## src/rtl/pceo_params.svh

```systemverilog
// Offsets, reset values and option field positions for the shared port block
`ifndef PCEO_PARAMS_SVH
`define PCEO_PARAMS_SVH

`define PCEO_ADDR_DATA 12'h000
`define PCEO_ADDR_DIR 12'h004
`define PCEO_ADDR_OPTION 12'h008
`define PCEO_ADDR_FORCE 12'h00C
`define PCEO_ADDR_STATUS 12'h010
`define PCEO_ADDR_PORTD 12'h014

`define PCEO_RST_DATA 4'h0
`define PCEO_RST_DIR 4'h0
`define PCEO_RST_PORTD 4'h0

`define PCEO_OPT_CMP1 0
`define PCEO_OPT_CMP2 1
`define PCEO_OPT_AMP 2
`define PCEO_OPT_BIT_ONE_READ_ZERO_OPTION 3
`define PCEO_OPT_BIT_THREE_READ_ZERO_OPTION 4
`define PCEO_OPT_GAIN 5
`define PCEO_OPT_SEL 6
`define PCEO_OPT_BIDIR 7
`define PCEO_OPT_WAKE_LSB 8
`define PCEO_OPT_FHC_LSB 12
`define PCEO_OPT_FHD_LSB 16

`define PCEO_SLVERR 2'h2
`define PCEO_OKAY 2'h0

`endif

```

## src/rtl/pceo_pkg.sv

```systemverilog
// Types shared by the shared port option read mux
package pceo_pkg;
    typedef enum logic [1:0] {
        PCEO_MODE_PLAIN,
        PCEO_MODE_TWO_CMP,
        PCEO_MODE_CMP_AMP,
        PCEO_MODE_AMP
    } pceo_mode_t;

    typedef enum logic [1:0] {
        PCEO_ROLE_OUTPUT,
        PCEO_ROLE_INPUT,
        PCEO_ROLE_BIDIR
    } pceo_role_t;
endpackage

```

## src/rtl/pceo_read_mux.sv

```systemverilog
// Per-bit read data selection for the shared port
`timescale 1ns/1ns
module pceo_read_mux
    import pceo_pkg::*;
(
    input wire logic [3:0] pinLevel,
    input wire logic cmpOneOut,
    input wire logic cmpTwoOut,
    input wire logic comparatorOneEnable,
    input wire logic comparatorTwoEnable,
    input wire logic amplifierEnable,
    input wire logic bitOneReadZero,
    input wire logic bitThreeReadZero,
    output logic [3:0] readValue,
    output pceo_mode_t mode
);
    always_comb begin
        readValue = pinLevel;
        mode = PCEO_MODE_PLAIN;
        if (amplifierEnable && comparatorOneEnable) begin
            mode = PCEO_MODE_CMP_AMP;
            readValue[3] = 1'b0;
            readValue[2] = 1'b0;
            readValue[1] = bitOneReadZero ? 1'b0 : pinLevel[1];
            readValue[0] = cmpOneOut;
        end else if (amplifierEnable) begin
            mode = PCEO_MODE_AMP;
        end else begin
            if (comparatorTwoEnable) begin
                mode = PCEO_MODE_TWO_CMP;
                readValue[3] = bitThreeReadZero ? 1'b0 : pinLevel[3];
                readValue[2] = cmpTwoOut;
            end
            if (comparatorOneEnable) begin
                mode = PCEO_MODE_TWO_CMP;
                readValue[1] = bitOneReadZero ? 1'b0 : pinLevel[1];
                readValue[0] = cmpOneOut;
            end
        end
    end
endmodule // pceo_read_mux

```

## src/rtl/pceo_port.sv

```systemverilog
// Option-configured shared four-bit port with AXI4-Lite register access
// Functional notes
// - All analog options off gives plain port
// - Comparator two: bit3 pin, bit2 comparator
// - Bit-three zero option forces bit3 zero
// - Combined mode: bits3,2 zero, bit0 comparator
// - Bit-one zero option forces bit1 zero
// - Per-pin wake enable gates halt wake
// - Force-high options drive outputs high
// - Select output-only, input-only or bidirectional role
// - Direction bit one means output
//
// The placing of the registers and the AXI4-Lite interface to the registers were decided locally.
`timescale 1ns/1ns
`include "pceo_params.svh"
module pceo_port
    import pceo_pkg::*;
(
    input wire logic core_clk,
    input wire logic resetn,
    input wire logic [31:0] optionStrap,
    input wire logic [3:0] sharedPinIn,
    output logic [3:0] sharedPinOut,
    output logic [3:0] sharedPinOe,
    output logic [3:0] portDOut,
    input wire logic cmpOneOut,
    input wire logic cmpTwoOut,
    input wire logic halted,
    output logic wakeRequest,
    output logic gainAllowed,
    input wire logic [11:0] s_axi_awaddr,
    input wire logic s_axi_awvalid,
    output logic s_axi_awready,
    input wire logic [31:0] s_axi_wdata,
    input wire logic [3:0] s_axi_wstrb,
    input wire logic s_axi_wvalid,
    output logic s_axi_wready,
    output logic [1:0] s_axi_bresp,
    output logic s_axi_bvalid,
    input wire logic s_axi_bready,
    input wire logic [11:0] s_axi_araddr,
    input wire logic s_axi_arvalid,
    output logic s_axi_arready,
    output logic [31:0] s_axi_rdata,
    output logic [1:0] s_axi_rresp,
    output logic s_axi_rvalid,
    input wire logic s_axi_rready
);
    logic [31:0] option;
    logic optionLoaded;
    logic [3:0] shared_port_data_reg;
    logic [3:0] shared_port_direction_reg;
    logic [3:0] portDData;
    logic [3:0] pinPrev;
    logic [3:0] readValue;
    pceo_mode_t mode;
    pceo_role_t role;
    logic [11:0] awAddr;
    logic awHeld;
    logic [31:0] wData;
    logic wHeld;
    logic [31:0] next_rdata;
    logic [1:0] next_rresp;
    logic wStrbLow;
    logic strbHeld;

    function automatic logic regHit(input logic [11:0] addr);
        regHit = (addr == `PCEO_ADDR_DATA) || (addr == `PCEO_ADDR_DIR) ||
                 (addr == `PCEO_ADDR_PORTD);
    endfunction

    function automatic logic anyHit(input logic [11:0] addr);
        anyHit = regHit(addr) || (addr == `PCEO_ADDR_OPTION) ||
                 (addr == `PCEO_ADDR_FORCE) || (addr == `PCEO_ADDR_STATUS);
    endfunction

    // Options are captured once at the first edge after release, then frozen
    always_ff @(posedge core_clk or negedge resetn) begin
        if (!resetn) begin
            option <= 32'h0;
            optionLoaded <= 1'b0;
        end else if (!optionLoaded) begin
            option <= optionStrap;
            optionLoaded <= 1'b1;
        end
    end

    always_comb begin
        if (option[`PCEO_OPT_BIDIR]) begin
            role = PCEO_ROLE_BIDIR;
        end else if (option[`PCEO_OPT_SEL]) begin
            role = PCEO_ROLE_INPUT;
        end else begin
            role = PCEO_ROLE_OUTPUT;
        end
    end

    pceo_read_mux u_mux (
        .pinLevel(sharedPinIn),
        .cmpOneOut(cmpOneOut),
        .cmpTwoOut(cmpTwoOut),
        .comparatorOneEnable(option[`PCEO_OPT_CMP1]),
        .comparatorTwoEnable(option[`PCEO_OPT_CMP2]),
        .amplifierEnable(option[`PCEO_OPT_AMP]),
        .bitOneReadZero(option[`PCEO_OPT_BIT_ONE_READ_ZERO_OPTION]),
        .bitThreeReadZero(option[`PCEO_OPT_BIT_THREE_READ_ZERO_OPTION]),
        .readValue(readValue),
        .mode(mode)
    );

    // Gain path only offered when the amplifier is off
    assign gainAllowed = option[`PCEO_OPT_GAIN] && !option[`PCEO_OPT_AMP];

    // Pin drivers; force-high overrides written data on output bits
    always_ff @(posedge core_clk or negedge resetn) begin
        if (!resetn) begin
            sharedPinOut <= 4'h0;
            sharedPinOe <= 4'h0;
            portDOut <= 4'h0;
        end else begin
            sharedPinOut <= shared_port_data_reg | option[`PCEO_OPT_FHC_LSB +: 4];
            portDOut <= portDData | option[`PCEO_OPT_FHD_LSB +: 4];
            case (role)
                PCEO_ROLE_BIDIR: sharedPinOe <= shared_port_direction_reg;
                PCEO_ROLE_INPUT: sharedPinOe <= 4'h0;
                PCEO_ROLE_OUTPUT: sharedPinOe <= 4'hF;
                default: sharedPinOe <= 4'h0;
            endcase
        end
    end

    // Rising edge on an enabled input pin during halt requests wake
    always_ff @(posedge core_clk or negedge resetn) begin
        if (!resetn) begin
            pinPrev <= 4'h0;
            wakeRequest <= 1'b0;
        end else begin
            pinPrev <= sharedPinIn;
            wakeRequest <= halted && |(sharedPinIn & ~pinPrev & ~sharedPinOe &
                           option[`PCEO_OPT_WAKE_LSB +: 4]);
        end
    end

    // AXI write channel: address and data accepted in either order
    assign s_axi_awready = !awHeld && !s_axi_bvalid;
    assign s_axi_wready = !wHeld && !s_axi_bvalid;

    always_ff @(posedge core_clk or negedge resetn) begin
        if (!resetn) begin
            awHeld <= 1'b0;
            wHeld <= 1'b0;
            awAddr <= 12'h000;
            wData <= 32'h0;
            s_axi_bvalid <= 1'b0;
            s_axi_bresp <= `PCEO_OKAY;
        end else begin
            if (s_axi_awvalid && s_axi_awready) begin
                awHeld <= 1'b1;
                awAddr <= s_axi_awaddr;
            end
            if (s_axi_wvalid && s_axi_wready) begin
                wHeld <= 1'b1;
                wData <= s_axi_wdata;
            end
            if (awHeld && wHeld) begin
                awHeld <= 1'b0;
                wHeld <= 1'b0;
                s_axi_bvalid <= 1'b1;
                s_axi_bresp <= regHit(awAddr) ? `PCEO_OKAY : `PCEO_SLVERR;
            end else if (s_axi_bvalid && s_axi_bready) begin
                s_axi_bvalid <= 1'b0;
            end
        end
    end

    always_ff @(posedge core_clk or negedge resetn) begin
        if (!resetn) begin
            shared_port_data_reg <= `PCEO_RST_DATA;
            shared_port_direction_reg <= `PCEO_RST_DIR;
            portDData <= `PCEO_RST_PORTD;
        end else if (awHeld && wHeld && wStrbLow) begin
            case (awAddr)
                `PCEO_ADDR_DATA: shared_port_data_reg <= wData[3:0];
                `PCEO_ADDR_DIR: shared_port_direction_reg <= wData[3:0];
                `PCEO_ADDR_PORTD: portDData <= wData[3:0];
                default: ;
            endcase
        end
    end

    assign wStrbLow = strbHeld;
    always_ff @(posedge core_clk or negedge resetn) begin
        if (!resetn) begin
            strbHeld <= 1'b0;
        end else if (s_axi_wvalid && s_axi_wready) begin
            strbHeld <= s_axi_wstrb[0];
        end
    end

    // Read mux: data register returns the option-selected view, or the written data when the role is output-only
    always_comb begin
        next_rdata = 32'h0;
        next_rresp = `PCEO_OKAY;
        case (s_axi_araddr)
            `PCEO_ADDR_DATA: begin
                if (role == PCEO_ROLE_OUTPUT) begin
                    next_rdata[3:0] = shared_port_data_reg;
                end else begin
                    next_rdata[3:0] = readValue;
                end
            end
            `PCEO_ADDR_DIR: next_rdata[3:0] = shared_port_direction_reg;
            `PCEO_ADDR_OPTION: next_rdata = option;
            `PCEO_ADDR_FORCE: next_rdata[3:0] = option[`PCEO_OPT_FHC_LSB +: 4];
            `PCEO_ADDR_STATUS: next_rdata[5:0] = {gainAllowed, wakeRequest, role, mode};
            `PCEO_ADDR_PORTD: next_rdata[3:0] = portDData;
            default: next_rresp = `PCEO_SLVERR;
        endcase
    end

    assign s_axi_arready = !s_axi_rvalid;

    always_ff @(posedge core_clk or negedge resetn) begin
        if (!resetn) begin
            s_axi_rvalid <= 1'b0;
            s_axi_rdata <= 32'h0;
            s_axi_rresp <= `PCEO_OKAY;
        end else if (s_axi_arvalid && s_axi_arready) begin
            s_axi_rvalid <= 1'b1;
            s_axi_rdata <= next_rdata;
            s_axi_rresp <= anyHit(s_axi_araddr) ? `PCEO_OKAY : next_rresp;
        end else if (s_axi_rvalid && s_axi_rready) begin
            s_axi_rvalid <= 1'b0;
        end
    end
endmodule // pceo_port

```

## config.mk

```make
export PLATFORM = sky130hd
export DESIGN_NAME = pceo_port
export DESIGN_NICKNAME = d
export VERILOG_FILES = /design/src/rtl/pceo_pkg.sv /design/src/rtl/pceo_read_mux.sv /design/src/rtl/pceo_port.sv
export VERILOG_INCLUDE_DIRS = /design/src /design/src/rtl
export SDC_FILE = /design/constraint.sdc
export NUM_CORES = 1
export LEC_CHECK = 0
export BUFFER_PORTS_ARGS = -buffer_cell sky130_fd_sc_hd__buf_2
export CORE_MARGIN = 3
export CORE_UTILIZATION = 30
export DETAILED_ROUTE_END_ITERATION = 7
export PLACE_DENSITY = 0.49
export REMOVE_ABC_BUFFERS = 1
export SLEW_MARGIN = 20
export SYNTH_ARGS = -nofsm -noshare
export SYNTH_HDL_FRONTEND = slang
export SYNTH_SLANG_ARGS = --single-unit
```

## constraint.sdc

```tcl
create_clock -name core_clk -period 2.7 [get_ports core_clk]
set_clock_uncertainty 0.15 [all_clocks]
set_input_delay 0.54 -clock core_clk [delete_from_list [all_inputs] [get_ports core_clk]]
set_output_delay 0.54 -clock core_clk [all_outputs]
set_load 0.03 [all_outputs]
```

==> summary.md <==
| Metric | Value |
|---|---|
| Initial antenna violation count | 0 |
| Period utilisation layout | 83.0% |
| Crit path time final | 2.24 ns |
| RSZ-0062 raised after global routing | no |
| Setup TNS | 0 ns |
| Vias per cell | 4.52 |
| Worst Path Required | 2.83 ns |
| Xor and xnor area share after synthesis | 0% |
| Status | completed |
| Worst reg-to-reg path cell count | 5 |
| Die ar. | 17200 µm² |
| Setup violations, final | 0 |
| Synth Area in Simple Gates | 7.81% |
| Commonest register cell after synthesis | dfrtp_1 |
| Endpoints failing hold | 0 |
| Post-DP HPWL | 7830 µm |
| Setup Buffers After CTS | 0 |
| Complex-gate fraction of the synthesized area | 10.4% |
| Share of the synthesized area in the top cell type | 62.3% |
| Net total in the final layout | 588 |
| Post-Place Cells | 674 |
| Final hold slack | 0.0119 ns |
| EDFF count, synth | 0 |
| Hold crit path type | in -> async |
| Number of global-route vias before repair | 3401 |
| Final Non-Filler Cells | 703 |
| Measured slew at the worst slew-check pin | 0.786 ns |
| Final Power | 0.00492 W |
| Core ar. | 15300 µm² |
| Adder-cell share of the synthesized area | 0% |
| Final WL | 11300 µm |
| Clock-pin slew on the worst setup and hold paths | 0.05 ns |
| GR Overflow Total | 0 |
| # IOs | 161 |
| PD cells | 805 nW/µm² |
| Placed cell areas | 5580 µm² |
| Mean Syn Cell Area | 13.3 µm² |
| Crit path DAT | 2.37 ns |
| Async SR Flop Fraction | 100% |
| Setup crit start kind | flop |
| Root buffer cell | clkbuf_16 |
| Global-route wire length before repair | 18500 µm |
| Final Slew Violations | 0 |
| FF-to-FF Start | awAddr[1] |
| Crit Reg-Reg Endpoint | shared_port_direction_reg[2] |
| Main combinational cell family by area after synthesis | multiplexers |
| Skew-Pair Late Insertion Delay | 0.40 ns |
| CP Capture Type | flop |
| # port buffers | 127 |
| Mapped Cells | 353 |
| Die Height | 131 µm |
| Largest net degree at the start of global routing | 118 |
| Top cells by area, synth | dfrtp_1 62%, mux2_2 15%, a22o_1 5.0%, mux2i_1 1.9%, nand2_1 1.2% |
| Crit Path Max Fanout | 4 |
| Mean routed wirelength per cell | 16.1 µm |
| Iteration-0 DRC Markers | 158 |
| Registers with the most flip-flops | option (32), s_axi_rdata (32), awAddr (12) |
| Layout cell share with drive strength beyond 1 | 47.4% |
| DR vias | 3180 |
| Layout area overhead | 30.0% |
| Core Rows | 45 |
| Number of routed nets with antenna violations | 0 |
| Gpl congestion | 0.796 |
| CTS tree | built |
| DRT Pass-1 Iters | 4 |
| Clock tree sinks | 117 |
| Synthesized area | 4700 µm² |
| Finished Cell Area | 6110 µm² |
| Die Wd | 131 µm |
| Worst reg-to-reg setup slack | 0.46 ns |
| Starting density of the core | 30.8% |
| Post-route DRC | 0 |
| Leakage | 2.98 nW |
| N_diodes | 0 |
| WS Path Type | reg -> reg |
| Max Root-Sink Buffers | 2 |
| Warnings from Yosys | 0 |
| Sequential share of the synthesized area | 62.3% |
| Yosys top cell by area | dfrtp_1 |
| GRT Resource Usage Total | 13.7% |
| Slew margin rel. | 47.6% |
| # fillers | 1478 |
| CTS buffer count | 17 |
| FF+latch count, synth | 117 |
| Multiplexer share of the synthesized area | 16.5% |
| Post-CTS resize count | 0 |
| Max cap viols | 0 |
| VDD IR-drop max | 529 µV |
| Hold Buf Count CTS | 0 |
| H-tree depth | 4 |
| Fmax | 0.446 GHz |
| Yosys cell types | 40 |
metrics by stage:
step           util (%)  worst slack (ns)
2_1_floorplan         -             0.112
3_3_place_gp       36.6             0.445
3_5_place_dp       36.6             0.421
4_1_cts            40.0             0.404
5_1_grt            40.0             0.340
6_report           40.0             0.459
critical path, cell delays in order, from the launching register on:
cell	delay [ns]
dfrtp_1	0.37
or4_1	0.58
nor4_2	0.33
nand2_1	0.11
nor2_2	0.22
mux2_2	0.36
layout make-up:
type | count | area (µm²) | area share, %
Sequential cell | 117 | 2930 | 47.9
Tap cell | 211 | 264 | 4.32
Timing Repair Buffer | 132 | 713 | 11.7
Clock inverter | 4 | 22.5 | 0.369
Clock buffer | 25 | 505 | 8.28
Multi-Input combinational cell | 207 | 1650 | 27.0
Inverter | 7 | 26.3 | 0.430
cells by family (layout without fill, tap and decap cells):
kind of cell	count (synthesis)	after routing
AO/OA/AOI/OAI	68	68
buffers and inverters	30	168
flip-flops	117	117
multiplexers	70	70
other	2	3
AND/OR/NAND/NOR	66	66
cell usage in the layout (no fill, tap or decap), drive strengths merged:
cell type | synthesis | layout
a21oi | 9 | 9
o31ai | 2 | 2
clkbuf | 13 | 25
a21boi | 1 | 1
a2111oi | 1 | 1
mux2 | 61 | 61
nand2 | 15 | 15
o21a | 1 | 1
nor4 | 3 | 3
nor2b | 3 | 3
o21ai | 10 | 10
nand3 | 3 | 3
a22o | 27 | 27
inv | 7 | 7
and3 | 1 | 1
o21bai | 1 | 1
buf | 10 | 132
o22ai | 3 | 3
a31oi | 4 | 4
nor3 | 6 | 6
nand3b | 1 | 1
nor2 | 13 | 13
conb | 2 | 3
mux2i | 9 | 9
nand2b | 6 | 6
o221ai | 1 | 1
nor4bb | 1 | 1
or4 | 2 | 2
clkinvlp | 0 | 1
a21o | 5 | 5
dfrtp | 117 | 117
and2 | 3 | 3
or2 | 9 | 9
clkinv | 0 | 3
a211oi | 3 | 3
where the power goes:
part / switching (W) / total, W / internal [W]
logic: 0.000400 / 0.000752 / 0.000353
registers: 0.000182 / 0.00218 / 0.00200
clock network: 0.000712 / 0.00198 / 0.00127
total: 0.00129 / 0.00492 / 0.00362
how the worst max path moves through the flow:
stage | to | from | slack (ns) | cells past startpoint
floorplan | s_axi_rdata[10] | s_axi_rvalid | 0.11 | 3
finish | shared_port_direction_reg[2] | awAddr[1] | 0.46 | 5
global placement | shared_port_direction_reg[2] | awAddr[1] | 0.44 | 5
global route | shared_port_direction_reg[1] | awAddr[1] | 0.34 | 5
detailed placement | shared_port_direction_reg[2] | awAddr[1] | 0.42 | 5
CTS | shared_port_direction_reg[2] | awAddr[1] | 0.40 | 5
cells in the mapped netlist (2+ instances only):
library cell and instances:
a31oi_1 4, conb_1 2, nand2b_1 6, a211oi_1 3, buf_2 3, clkbuf_1 13, and2_1 2, o31ai_1 2
mux2_2 61, buf_4 3, buf_1 4, nand2_1 15, nor2_1 12, nor3_1 6, inv_1 7, a21oi_1 9
a21o_1 5, nor2b_1 3, or2_2 9, o22ai_1 3, mux2i_1 9, o21ai_0 10, dfrtp_1 117, nand3_1 3
a22o_1 27
metal layers:
metal  track usage, %  part of all wire [%]
met5                0                     0
met4             4.73                   1.4
met3             4.63                   5.7
met2             21.0                    46
met1             18.4                    47
Power figures use the tool's default switching activity.
